**src/design/atb_cfg.svh**
```systemverilog
`ifndef ATB_CFG_SVH
`define ATB_CFG_SVH
// Overview of operation
// - mode 000 without mode1 clocks prescaler from kernel
// - counter enable starts prescaler division
// - modes 1,2,3,7 use trigger source
// - mode 7 counts channel pin edges
// - mode 7 sources 0-3: trigger rising
// - external trigger selected by mode1 or 7/7
// - one pulse per synchronised trigger rise
// - division factors 1 through 65536
// - prescaler write applies at next update
// - up mode wraps to 0, overflow
// - up update after repetition+1 overflows
// - software update in up clears counter
// - update disable suppresses update events
// - update loads repetition, reload, prescaler shadows
// - down mode reloads at 0, underflow
// - down update after repetition+1 underflows
// - software update in down loads reload
// - center mode alternates, events at reload-1, 1
// - center mode direction bit read-only
// - software update in center clears counter
// - center mode flag on both events
// - sixteen bit counter and prescaler

// ==========================================
// register offsets
`define ATB_OFS_CTL 8'h00
`define ATB_OFS_SMCFG 8'h04
`define ATB_OFS_SWEVG 8'h08
`define ATB_OFS_INTF 8'h0c
`define ATB_OFS_CNT 8'h10
`define ATB_OFS_PSC 8'h14
`define ATB_OFS_CAR 8'h18
`define ATB_OFS_REPETITION_COUNT 8'h1c
`define ATB_OFS_CTL2 8'h20
// ==========================================
// control field positions
`define ATB_CTL_CEN 0
`define ATB_CTL_UPDATE_DISABLE 1
`define ATB_CTL_DIR 4
`define ATB_CTL_CAM_LO 5
`define ATB_SMC_LO 0
`define ATB_EXT_CLOCK_MODE1_ENABLE_BIT 3
`define ATB_TRIGGER_SOURCE_SELECT_LO 4
// ==========================================
// reset values
`define ATB_RST_CAR 16'hffff
`define ATB_RST_PSC 16'h0000
`define ATB_RST_REPETITION_COUNT 8'h00
`endif

```
**src/design/atb_pkg.sv**
```systemverilog
package atb_pkg;
  typedef enum logic [2:0] {
    ATB_SM_INTERNAL = 3'b000,
    ATB_SM_EXT0 = 3'b111
  } atb_smc_t;
  typedef enum logic [1:0] {
    ATB_CAM_EDGE = 2'b00,
    ATB_CAM_CENTER1 = 2'b01,
    ATB_CAM_CENTER2 = 2'b10,
    ATB_CAM_CENTER3 = 2'b11
  } atb_cam_t;
  typedef enum logic [1:0] {
    ATB_PAIR_INDEP = 2'b00,
    ATB_PAIR_MIRROR = 2'b01,
    ATB_PAIR_RSVD = 2'b10,
    ATB_PAIR_COMPL = 2'b11
  } atb_pair_t;
endpackage : atb_pkg

```
**src/design/atb_time_base.sv**
```systemverilog
`timescale 1ns/100ps
`include "atb_cfg.svh"
module atb_time_base #(
  parameter int CNT_W = 16,
  parameter int REP_W = 8
) (
  input wire logic core_clk,
  input wire logic nrst,
  input wire logic [7:0] reg_addr,
  input wire logic [31:0] reg_wdata,
  input wire logic reg_wr,
  input wire logic reg_rd,
  output logic [31:0] reg_rdata,
  input wire logic [3:0] internal_trigger_input,
  input wire logic external_trigger_input,
  input wire logic [3:0] main_channel_in,
  input wire logic [3:0] partner_channel_in,
  input wire logic [3:0] main_channel_oc,
  input wire logic [3:0] partner_channel_oc,
  output logic [3:0] main_channel_out,
  output logic [3:0] partner_channel_out,
  output logic [3:0] partner_capture_en,
  output logic [CNT_W-1:0] count_value,
  output logic overflow_pulse,
  output logic underflow_pulse,
  output logic update_pulse,
  output logic count_dir
);
  // ==========================================
  // elaboration checks
  if (CNT_W != 16) begin : g_bad_w
    $error("counter width must be 16");
  end
  if (REP_W < 1 || REP_W > 16) begin : g_bad_rep
    $error("repetition width out of range");
  end

  // ==========================================
  // registers
  logic cen_r;
  logic update_disable_r;
  logic dir_r;
  logic [1:0] cam_r;
  logic [2:0] smc_r;
  logic ext_clock_mode1_enable_r;
  logic [3:0] trigger_source_select_r;
  logic [7:0] pair_mode_r;
  logic [CNT_W-1:0] psc_pre_r;
  logic [CNT_W-1:0] psc_sh_r;
  logic [CNT_W-1:0] car_pre_r;
  logic [CNT_W-1:0] car_sh_r;
  logic [REP_W-1:0] rep_pre_r;
  logic [REP_W-1:0] rep_sh_r;
  logic [REP_W-1:0] rep_cnt_r;
  logic [CNT_W-1:0] psc_cnt_r;
  logic [CNT_W-1:0] cnt_r;
  logic uif_r;

  // ==========================================
  // input synchronisers and edge detection
  logic [12:0] sync1_r;
  logic [12:0] sync2_r;
  logic [12:0] sync3_r;
  wire [12:0] pins_in = {external_trigger_input, partner_channel_in, main_channel_in, internal_trigger_input};
  always_ff @(posedge core_clk) begin
    if (!nrst) begin
      sync1_r <= 13'h0000;
      sync2_r <= 13'h0000;
      sync3_r <= 13'h0000;
    end else begin
      sync1_r <= pins_in;
      sync2_r <= sync1_r;
      sync3_r <= sync2_r;
    end
  end
  wire [12:0] rise = sync2_r & ~sync3_r;
  wire [12:0] fall = ~sync2_r & sync3_r;
  wire [12:0] both_edge = rise | fall;

  // ==========================================
  // prescaler input clock select
  wire trigger_source_select_iti = (trigger_source_select_r <= 4'h3);
  wire [1:0] iti_idx = trigger_source_select_r[1:0];
  wire iti_tick = rise[iti_idx];
  // 4..6 main pins 0..2 any edge, 8..b main 0..3, c..d partner 0..1
  wire [3:0] pin_sel = trigger_source_select_r - 4'h4;
  wire pin_lo = (trigger_source_select_r >= 4'h4) && (trigger_source_select_r <= 4'h6);
  wire pin_hi = (trigger_source_select_r >= 4'h8) && (trigger_source_select_r <= 4'hd);
  wire [3:0] hi_sel = trigger_source_select_r - 4'h8;
  wire pin_tick = (pin_lo && both_edge[4 + pin_sel[1:0]]) ||
                  (pin_hi && both_edge[4 + hi_sel[2:0]]);
  wire eti_sel = ext_clock_mode1_enable_r || (smc_r == atb_pkg::ATB_SM_EXT0 && trigger_source_select_r == 4'h7);
  wire eti_tick = rise[12];
  wire trg_src = (smc_r == 3'h1) || (smc_r == 3'h2) || (smc_r == 3'h3) ||
                 (smc_r == atb_pkg::ATB_SM_EXT0);
  wire src_tick = trigger_source_select_iti ? iti_tick : pin_tick;
  wire timer_tick = eti_sel ? eti_tick : (trg_src ? src_tick : 1'b1);
  wire prescaler_input_clock = cen_r && timer_tick;

  // ==========================================
  // prescaler: factor is value plus one
  wire psc_wrap = (psc_cnt_r >= psc_sh_r);
  wire counting_clock = prescaler_input_clock && psc_wrap;

  // ==========================================
  // counter events
  wire center = (cam_r != atb_pkg::ATB_CAM_EDGE);
  // direction bit is software's in edge modes, hardware's in center modes
  wire up_dir = ~dir_r;
  wire at_top = (cnt_r >= car_sh_r);
  wire at_zero = (cnt_r == 16'h0000);
  wire [CNT_W-1:0] car_m1 = car_sh_r - 16'h0001;
  wire [CNT_W-1:0] cnt_inc = cnt_r + 16'h0001;
  wire [CNT_W-1:0] cnt_dec = cnt_r - 16'h0001;
  // center events fire as the count steps onto reload-1 and onto 1
  wire ovf_center = up_dir && (cnt_inc == car_m1);
  wire udf_center = !up_dir && (cnt_r == 16'h0002);
  wire ovf_edge = up_dir && at_top;
  wire udf_edge = !up_dir && at_zero;
  wire ovf = counting_clock && (center ? ovf_center : ovf_edge);
  wire udf = counting_clock && (center ? udf_center : udf_edge);
  wire wr_swevg = reg_wr && (reg_addr == `ATB_OFS_SWEVG);
  wire swu = wr_swevg && reg_wdata[0];
  wire rep_done = (rep_cnt_r == {REP_W{1'b0}});
  wire upd_hw = (ovf || udf) && rep_done;
  wire upd = (upd_hw || swu) && !update_disable_r;

  // ==========================================
  // counter next value
  wire [CNT_W-1:0] swu_load = (!center && dir_r) ? car_sh_r : 16'h0000;
  wire [CNT_W-1:0] up_nxt = at_top ? (center ? cnt_dec : 16'h0000) : cnt_inc;
  wire [CNT_W-1:0] dn_nxt = at_zero ? (center ? 16'h0001 : car_sh_r) : cnt_dec;
  wire [CNT_W-1:0] step_nxt = up_dir ? up_nxt : dn_nxt;
  wire [CNT_W-1:0] cnt_nxt;
  assign cnt_nxt = swu ? swu_load : (counting_clock ? step_nxt : cnt_r);
  // turn one step early so the count never leaves 0..reload
  wire turn_down = up_dir && (cnt_r >= car_m1);
  wire turn_up = !up_dir && (cnt_r <= 16'h0001);
  wire dir_flip = center && counting_clock && (turn_down || turn_up);

  // ==========================================
  // register writes
  wire wr_ctl = reg_wr && (reg_addr == `ATB_OFS_CTL);
  wire wr_smcfg = reg_wr && (reg_addr == `ATB_OFS_SMCFG);
  wire wr_psc = reg_wr && (reg_addr == `ATB_OFS_PSC);
  wire wr_car = reg_wr && (reg_addr == `ATB_OFS_CAR);
  wire wr_repetition_count = reg_wr && (reg_addr == `ATB_OFS_REPETITION_COUNT);
  wire wr_ctl2 = reg_wr && (reg_addr == `ATB_OFS_CTL2);
  wire [1:0] cam_wdata = reg_wdata[`ATB_CTL_CAM_LO +: 2];
  // the mode being written decides whether software owns the direction
  wire dir_wr_ok = (cam_wdata == atb_pkg::ATB_CAM_EDGE);

  always_ff @(posedge core_clk) begin
    if (!nrst) begin
      cen_r <= 1'b0;
      update_disable_r <= 1'b0;
      cam_r <= 2'b00;
    end else if (wr_ctl) begin
      cen_r <= reg_wdata[`ATB_CTL_CEN];
      update_disable_r <= reg_wdata[`ATB_CTL_UPDATE_DISABLE];
      cam_r <= cam_wdata;
    end
  end

  // center mode: software update restarts upward
  always_ff @(posedge core_clk) begin
    if (!nrst) begin
      dir_r <= 1'b0;
    end else if (wr_ctl && dir_wr_ok) begin
      dir_r <= reg_wdata[`ATB_CTL_DIR];
    end else if (swu && center) begin
      dir_r <= 1'b0;
    end else if (dir_flip) begin
      dir_r <= ~dir_r;
    end
  end

  always_ff @(posedge core_clk) begin
    if (!nrst) begin
      smc_r <= 3'b000;
      ext_clock_mode1_enable_r <= 1'b0;
      trigger_source_select_r <= 4'h0;
    end else if (wr_smcfg) begin
      smc_r <= reg_wdata[`ATB_SMC_LO +: 3];
      ext_clock_mode1_enable_r <= reg_wdata[`ATB_EXT_CLOCK_MODE1_ENABLE_BIT];
      trigger_source_select_r <= reg_wdata[`ATB_TRIGGER_SOURCE_SELECT_LO +: 4];
    end
  end

  // preloads and the pairing register; counter and prescaler read the shadows, the repetition counter reloads from rep_pre_r on update
  always_ff @(posedge core_clk) begin
    if (!nrst) begin
      psc_pre_r <= `ATB_RST_PSC;
    end else if (wr_psc) begin
      psc_pre_r <= reg_wdata[CNT_W-1:0];
    end
  end

  always_ff @(posedge core_clk) begin
    if (!nrst) begin
      car_pre_r <= `ATB_RST_CAR;
    end else if (wr_car) begin
      car_pre_r <= reg_wdata[CNT_W-1:0];
    end
  end

  always_ff @(posedge core_clk) begin
    if (!nrst) begin
      rep_pre_r <= {REP_W{1'b0}};
    end else if (wr_repetition_count) begin
      rep_pre_r <= reg_wdata[REP_W-1:0];
    end
  end

  always_ff @(posedge core_clk) begin
    if (!nrst) begin
      pair_mode_r <= 8'h00;
    end else if (wr_ctl2) begin
      pair_mode_r <= reg_wdata[7:0];
    end
  end

  // ==========================================
  // shadows, loaded only on an update event
  always_ff @(posedge core_clk) begin
    if (!nrst) begin
      psc_sh_r <= `ATB_RST_PSC;
      car_sh_r <= `ATB_RST_CAR;
      rep_sh_r <= {REP_W{1'b0}};
    end else if (upd) begin
      psc_sh_r <= psc_pre_r;
      car_sh_r <= car_pre_r;
      rep_sh_r <= rep_pre_r;
    end
  end

  // ==========================================
  // repetition counter
  // keeps counting while updates are disabled, so the rate holds on re-enable
  wire [REP_W-1:0] rep_step = rep_done ? rep_sh_r : rep_cnt_r - {{(REP_W-1){1'b0}}, 1'b1};
  always_ff @(posedge core_clk) begin
    if (!nrst) begin
      rep_cnt_r <= {REP_W{1'b0}};
    end else if (upd) begin
      rep_cnt_r <= rep_pre_r;
    end else if (ovf || udf) begin
      rep_cnt_r <= rep_step;
    end
  end

  // ==========================================
  // prescaler and main counter
  // software update also restarts the prescaler count
  wire psc_clr = swu || (prescaler_input_clock && psc_wrap);
  always_ff @(posedge core_clk) begin
    if (!nrst) begin
      psc_cnt_r <= 16'h0000;
    end else if (psc_clr) begin
      psc_cnt_r <= 16'h0000;
    end else if (prescaler_input_clock) begin
      psc_cnt_r <= psc_cnt_r + 16'h0001;
    end
  end

  always_ff @(posedge core_clk) begin
    if (!nrst) begin
      cnt_r <= 16'h0000;
    end else begin
      cnt_r <= cnt_nxt;
    end
  end

  // ==========================================
  // update flag: hardware set wins over software clear
  wire wr_intf = reg_wr && (reg_addr == `ATB_OFS_INTF);
  wire clr_uif = wr_intf && !reg_wdata[0];
  wire set_uif = upd || (center && (ovf || udf) && !update_disable_r);
  always_ff @(posedge core_clk) begin
    if (!nrst) begin
      uif_r <= 1'b0;
    end else if (set_uif) begin
      uif_r <= 1'b1;
    end else if (clr_uif) begin
      uif_r <= 1'b0;
    end
  end

  // ==========================================
  // channel pairing
  logic [3:0] main_o_nxt;
  logic [3:0] part_o_nxt;
  logic [3:0] part_cap_nxt;
  always_comb begin
    for (int i = 0; i < 4; i++) begin
      main_o_nxt[i] = main_channel_oc[i];
      case (atb_pkg::atb_pair_t'(pair_mode_r[2*i +: 2]))
        atb_pkg::ATB_PAIR_INDEP: begin
          part_o_nxt[i] = partner_channel_oc[i];
          part_cap_nxt[i] = 1'b1;
        end
        atb_pkg::ATB_PAIR_MIRROR: begin
          part_o_nxt[i] = main_channel_oc[i];
          part_cap_nxt[i] = 1'b0;
        end
        atb_pkg::ATB_PAIR_COMPL: begin
          part_o_nxt[i] = ~main_channel_oc[i];
          part_cap_nxt[i] = 1'b0;
        end
        default: begin
          part_o_nxt[i] = partner_channel_oc[i];
          part_cap_nxt[i] = 1'b1;
        end
      endcase
    end
  end

  // ==========================================
  // read mux
  wire [31:0] rd_ctl = {25'h0, cam_r, dir_r, 2'b00, update_disable_r, cen_r};
  wire [31:0] rd_smcfg = {24'h0, trigger_source_select_r, ext_clock_mode1_enable_r, smc_r};
  wire [31:0] rd_intf = {31'h0, uif_r};
  wire [31:0] rd_cnt = {16'h0, cnt_r};
  wire [31:0] rd_psc = {16'h0, psc_pre_r};
  wire [31:0] rd_car = {16'h0, car_pre_r};
  wire [31:0] rd_repetition_count = {{(32-REP_W){1'b0}}, rep_pre_r};
  wire [31:0] rd_ctl2 = {24'h0, pair_mode_r};
  // unmapped offsets read as zero
  wire [31:0] rd_mux =
    reg_addr == `ATB_OFS_CTL ? rd_ctl :
    reg_addr == `ATB_OFS_SMCFG ? rd_smcfg :
    reg_addr == `ATB_OFS_INTF ? rd_intf :
    reg_addr == `ATB_OFS_CNT ? rd_cnt :
    reg_addr == `ATB_OFS_PSC ? rd_psc :
    reg_addr == `ATB_OFS_CAR ? rd_car :
    reg_addr == `ATB_OFS_REPETITION_COUNT ? rd_repetition_count :
    reg_addr == `ATB_OFS_CTL2 ? rd_ctl2 : 32'h0000_0000;

  // ==========================================
  // registered outputs
  always_ff @(posedge core_clk) begin
    if (!nrst) begin
      reg_rdata <= 32'h0000_0000;
    end else begin
      reg_rdata <= reg_rd ? rd_mux : 32'h0000_0000;
    end
  end

  always_ff @(posedge core_clk) begin
    if (!nrst) begin
      main_channel_out <= 4'h0;
      partner_channel_out <= 4'h0;
      partner_capture_en <= 4'h0;
    end else begin
      main_channel_out <= main_o_nxt;
      partner_channel_out <= part_o_nxt;
      partner_capture_en <= part_cap_nxt;
    end
  end

  always_ff @(posedge core_clk) begin
    if (!nrst) begin
      count_value <= 16'h0000;
      overflow_pulse <= 1'b0;
      underflow_pulse <= 1'b0;
      update_pulse <= 1'b0;
      count_dir <= 1'b0;
    end else begin
      count_value <= cnt_nxt;
      overflow_pulse <= ovf;
      underflow_pulse <= udf;
      update_pulse <= upd;
      count_dir <= dir_r;
    end
  end
endmodule : atb_time_base

```
**config.mk**
```make
export PLATFORM = sky130hd
export DESIGN_NAME = atb_time_base
export DESIGN_NICKNAME = d
export VERILOG_FILES = /design/src/design/atb_pkg.sv /design/src/design/atb_time_base.sv
export VERILOG_INCLUDE_DIRS = /design/src /design/src/design
export SDC_FILE = /design/constraint.sdc
export NUM_CORES = 1
export LEC_CHECK = 0
export ABC_CLOCK_PERIOD_IN_PS = 4750
export BUFFER_PORTS_ARGS = -buffer_cell sky130_fd_sc_hd__buf_2
export CAP_MARGIN = 20
export CELL_PAD_IN_SITES_DETAIL_PLACEMENT = 1
export CELL_PAD_IN_SITES_GLOBAL_PLACEMENT = 1
export CORE_ASPECT_RATIO = 1.1
export CORE_MARGIN = 2
export CORE_UTILIZATION = 40
export CTS_BUF_LIST = sky130_fd_sc_hd__clkbuf_4 sky130_fd_sc_hd__clkbuf_8 sky130_fd_sc_hd__clkbuf_16
export DETAILED_ROUTE_END_ITERATION = 10
export GPL_ROUTABILITY_DRIVEN = 0
export GPL_TIMING_DRIVEN = 0
export PLACE_DENSITY = 0.76
export SLEW_MARGIN = 20
export SYNTH_ARGS = -nofsm -noshare
export SYNTH_HDL_FRONTEND = slang
export SYNTH_SLANG_ARGS = --single-unit
export TNS_END_PERCENT = 10
```
**constraint.sdc**
```tcl
create_clock -name core_clk -period 4.75 [get_ports core_clk]
set_clock_uncertainty 0.2 [all_clocks]
set_input_delay 0.475 -clock core_clk [delete_from_list [all_inputs] [get_ports core_clk]]
set_output_delay 0.475 -clock core_clk [all_outputs]
set_load 0.01 [all_outputs]
```
-- Word-level counts from Yosys, hierarchy flattened
Index checks and enable logic that the tools add are counted.
- reduce and logical (&&, ||, !) cells: 65
- muxes and demuxes: 43
- $add $sub $neg: 9
- bitwise operators: 12
- equal/unequal tests: 23
- $lt $le $gt $ge: 12
- operators with widths (operator ; count):
    $mux 16 ; 11
    $mux 8 ; 7
    $ge 16x16->1 ; 3
    $logic_and 1x1->1 ; 34
    $add 16x1->16 const B ; 2
    $eq 8x5->1 const B ; 4
    $sub 16x1->16 const B ; 2
    $and 13x13->13 ; 2
    $not 13->13 ; 2
    $mux 1 ; 17
    $eq 16x16->1 ; 1
    $eq 16x2->1 const B ; 1
    $eq 8x4->1 const B ; 2
    $le 16x1->1 const B ; 1
    $logic_not 16->1 ; 1
    $logic_not 8->1 ; 2
    $or 13x13->13 ; 1
    $logic_or 1x1->1 ; 10
    $lt 4x5->1 const B ; 2
    $reduce_or 2->1 ; 5
    $reduce_or 9->1 ; 1
    $bmux 1 s4 ; 2
    $eq 2x1->1 const B ; 4
    $eq 2x2->1 const B ; 4
    other kinds (28) ; 43
- word-level logic and storage cells: 196
- output and inout port bits: 64
- input bits: 65
- register bits: 229

-- Depth between registers and ports, before layout
- depth after elaboration: 19
- gate-level depth with buffers: 16
- depth with buffers taken out: 15

-- Worst setup path before layout
OpenSTA, ideal clock, no wires.
- kind: flip-flop to flip-flop
- start point: register car_sh_r[1]
- end point: register rep_cnt_r[7]
- library setup time: 0.116 ns
- buffers on the path: 0
- stages on the path, launching flop included: 13
- required time: 4.434 ns
- setup slack: 0.970 ns
- period minus slack after synthesis: 3.780 ns
- data arrival time: 3.463 ns
- path through: dfxtp_1 -> inv_1 -> ha_1 -> nor3b_4 -> a31oi_2 -> or4_1 -> a2111oi_2 -> nand4_1 -> a2111oi_4 -> a21oi_2 -> nand2b_4 -> or4_1 -> a41o_1
- word-level cells in the longest chain between the ends: 10
- elaborated cells between the ends (all ways): 13
- classes of those cells: add/sub (1); order compare (1); eq/ne (1); mux (2); reduce/logical (8)
- ends and longest elaborated chain (item ; line ; text):
    start, declared ; atb_time_base.sv:51 ; logic [CNT_W-1:0] car_sh_r;
    start signal, assigned ; atb_time_base.sv:228 ; car_sh_r <= `ATB_RST_CAR;
    start signal, assigned ; atb_time_base.sv:232 ; car_sh_r <= car_pre_r;
    $sub 16x1->16 ; atb_time_base.sv:112 ; wire [CNT_W-1:0] car_m1 = car_sh_r - 16'h0001;
    $eq 16x16->1 ; atb_time_base.sv:116 ; wire ovf_center = up_dir && (cnt_inc == car_m1);
    $logic_and 1x1->1 ; atb_time_base.sv:116 ;
    $mux 1 * ; atb_time_base.sv:120 ; wire ovf = counting_clock && (center ? ovf_center : ovf_edge);
    $logic_and 1x1->1 * ; atb_time_base.sv:120 ;
    $logic_or 1x1->1 * ; atb_time_base.sv:125, atb_time_base.sv:246 ;
    $logic_and 1x1->1 ; atb_time_base.sv:125 ; wire upd_hw = (ovf || udf) && rep_done;
    $logic_or 1x1->1 ; atb_time_base.sv:126 ; wire upd = (upd_hw || swu) && !update_disable_r;
    $logic_and 1x1->1 ; atb_time_base.sv:126 ;
    $mux 8 or $reduce_bool 2->1 (tied branches) ; n/a ;
    end signal, assigned ; atb_time_base.sv:243 ; rep_cnt_r <= {REP_W{1'b0}};
    end signal, assigned ; atb_time_base.sv:245 ; rep_cnt_r <= rep_pre_r;
    end signal, assigned ; atb_time_base.sv:247 ; rep_cnt_r <= rep_step;
    end, declared ; atb_time_base.sv:54 ; logic [REP_W-1:0] rep_cnt_r;
Every way passes the cells marked *; elsewhere a longest branch is shown, timed or not.
A chain may end at the register's enable or synchronous reset.

==> impl_metrics.py <==
metrics = {
    "status": {
        "status": "finished, final reports clean",
    },
    "logic_synthesis": {
        "synth_most_common_cell": "nand2_1",
        "synthFlopType": "dfxtp_1",
        "synth_seq_area_share": 0.358,
        "synth_edf_count": 0,
        "avgSynthCellArea_sq_um": 8.19,
        "synth_top_area_share": 0.358,
        "synth_area_leader_cell": "dfxtp_1",
        "synth.area.top_cells": "dfxtp_1 36%, nand2_1 6.9%, ha_1 6.6%",
        "synth_common_cells": "214 x nand2_1, 207 x dfxtp_1, 80 x nor2_1",
        "synth.distinct_cells": 77,
        "yosys_warnings": 0,
        "netlist_area_sq_um": 11600,
        "syn_inst": 1412,
        "ys_ff_latch": 207,
        "async_flop_share": 0,
    },
    "clock_tree": {
        "cts.sink_count": 207,
        "cts.htree.levels": 1,
        "cts_buffer_depth": 3,
        "cts_root_buf": "clkbuf_16",
        "path_clk_slew_ns": 0.06,
        "cts_tree": "yes",
        "clk_latency_ns": 0.53,
        "numCtsBuffers": 24,
    },
    "power": {
        "swShare": 0.231,
        "pwr_density_cell_nw_per_um2": 281,
        "seqPwrFrac": 0.459,
        "p_switching_w": 0.000884,
        "leakage_nw": 5.64,
        "ir_drop_mv": 0.268,
        "power.total_w": 0.00383,
        "p_int_w": 0.00295,
        "combPwrFrac": 0.045,
        "clockPowerShare": 0.495,
    },
    "finish": {
        "syn2layout_area_growth_pct": 18.0,
        "antenna_cells": 0,
        "layout-drive-gt1-share": 0.130,
        "fillers": 3463,
        "nets": 1697,
        "final_util": 0.478,
        "final_area_sq_um": 13600,
    },
    "sta": {
        "setup_violations": 0,
        "period_share": 0.930,
        "hold_violations": 0,
        "finalWorstSetupSlack_ns": 0.331,
        "relSlewSlack": 0.316,
        "finalCriticalPeriod_ns": 4.42,
        "tightest_slew_ns": 1.02,
        "drv_slew": 0,
        "rsz0062_at_grt": "no",
        "fin_hold_ws_ns": 0.0224,
        "fmax_mhz": 226,
    },
    "worst_hold_path": {
        "holdPathStages": 3,
        "holdPathEnd": "car_pre_r[10]",
        "min_from": "reg_wdata[10]",
        "hold_class": "input port to flop",
    },
    "placement": {
        "dp_slack_ns": -0.208,
        "place_area_sq_um": 12600,
        "dp_hpwl_microns": 31600,
        "place.port_buffers": 94,
    },
    "critical_path": {
        "criticalPathCategory": "flop to flop",
        "r2r_cells": 13,
        "reg2reg_from": "count_value[1]",
        "cp-start-kind": "flop",
        "rrSetupSlack_ns": 0.33,
        "max_stage_delay_ns": 0.55,
        "r2r_end": "car_sh_r[5]",
        "cp_data_arrival_time_ns": 4.66,
        "cp_max_fo": 10,
        "slowest_stage": "or4_1",
        "critPathLaunch": "count_value[1]",
        "crit_required_ns": 4.99,
        "end_kind": "flop",
        "path_cells": "ha_1, nand4_1, o21a_1, or4_1, a2111oi_4, nand4_1, a2111oi_4, a21oi_2, o22ai_2, buf_2, buf_2, nand2_1, o211ai_1",
    },
    "die": {
        "ios": 129,
        "initial_utilization": 0.405,
        "die_h_microns": 182,
        "row_count": 65,
        "die_w_microns": 166,
        "design.core.area_sq_um": 28500,
        "die_area_sq_um": 30300,
    },
    "grt": {
        "grt_first_pass_wirelength_microns": 65900,
        "grt_max_degree": 14,
        "overflow": 0,
        "antenna_found_initial": 1,
        "track_usage": 0.272,
        "grt_pass1_vias": 11808,
    },
    "job": {
        "maxCapViolCount": 0,
    },
    "detailed_routing": {
        "first_pass_iters": 5,
        "num_vias": 11363,
        "wire_per_inst_microns": 21.6,
        "drt_iter0_markers": 755,
        "via_per_inst": 5.81,
        "finalWirelength_microns": 42300,
        "drcViolationCount": 0,
        "detail-route-antenna-nets": 0,
    },
}
[state kept, by name, indices dropped and copies added, names as in the netlist, 2 cells and up]
register and flops:
rep_cnt_r 8, psc_sh_r 16, trigger_source_select_r 4, psc_pre_r 16, partner_capture_en 4, smc_r 3
sync2_r 11, sync3_r 11, car_sh_r 16, main_channel_out 4, rep_sh_r 8, pair_mode_r 8
reg_rdata 16, count_value 16, sync1_r 11, partner_channel_out 4, psc_cnt_r 16, rep_pre_r 8
car_pre_r 16, cam_r 2
[how the worst max path moves through the flow]
stage | to | slack [ns] | depth (start not counted)
floorplan | rep_cnt_r[7] | 0.97 | 12
global placement | rep_cnt_r[0] | -0.15 | 14
detailed placement | rep_cnt_r[4] | -0.21 | 14
CTS | rep_cnt_r[4] | 0.01 | 13
global route | car_sh_r[5] | 0.08 | 13
finish | car_sh_r[5] | 0.33 | 13
[placed cells by master (no fill, tap or decap), types with 43 or more instances in the layout]
cell | synthesis | final
nand2_1 | 214 | 214
xnor2_1 | 43 | 43
and2_1 | 47 | 47
dfxtp_1 | 207 | 207
inv_1 | 47 | 47
ha_1 | 61 | 61
nand3_1 | 63 | 62
clkbuf_1 | 77 | 70
nor2_1 | 80 | 80
o21ai_0 | 44 | 44
a21oi_1 | 64 | 63
buf_2 | 9 | 103
a21boi_0 | 63 | 63
[layout make-up]
cell class / count / area (sq um) / area share
Clock buffer: 34 / 724 / 0.0531
Sequential cell: 207 / 4140 / 0.304
Timing Repair Buffer: 118 / 706 / 0.0517
Tap cell: 368 / 460 / 0.0337
Buffer: 109 / 504 / 0.0370
Inverter: 48 / 180 / 0.0132
Multi-Input combinational cell: 1063 / 6840 / 0.501
Clock inverter: 10 / 87.6 / 0.00642
[power groups by stage]
stage / sequential [W] / clock [W] / combinational, W
CTS: 0.00176 / 0.00192 / 0.000170
finish: 0.00176 / 0.00190 / 0.000174
detailed placement: 0.00180 / 0 / 0.000155
global route: 0.00176 / 0.00200 / 0.000186
global placement: 0.00180 / 0 / 0.000152
floorplan: 0.00180 / 0 / 0.0000797
[through the flow]
stage,std cells,TNS [ns]
6_report,1957,0
5_1_grt,1957,0
3_5_place_dp,1889,-4.67
2_1_floorplan,1427,0
4_1_cts,1956,0
3_3_place_gp,1889,-2.53
[per-layer routing]
layer,track usage,vias to the layer above,wire length [microns]
li1,-,5279,-
met1,0.327,5560,17400
met2,0.479,396,20600
met3,0.0399,128,2460
met4,0.128,0,1810
met5,0,-,0
[critical path, delay by kind of cell, from the launching register on]
kind	cells	cell delay (ns)
fa+ha+maj	1	0.31
buf+inv	2	0.60
flops	1	0.47
compound gates	6	1.58
simple gates	4	1.17
[timing repair]
action / CTS / global route
endpoints found under the setup margin: 44 / 48
hold buffers: 22 / 0
resized for setup: 3 / 14
pin swaps: 0 / 1
hold endpoints to repair: 22 / 0
buffers inserted: 1 / 1
[cell families after synthesis]
kind of cell    synth area share
flops                      0.358
compound gates             0.206
fa+ha+maj                 0.0660
xor+xnor                  0.0525
other cells             0.000324
mux                       0.0261
buf+inv                   0.0584
simple gates               0.232
No activity file was read; power rests on OpenSTA's default activity.
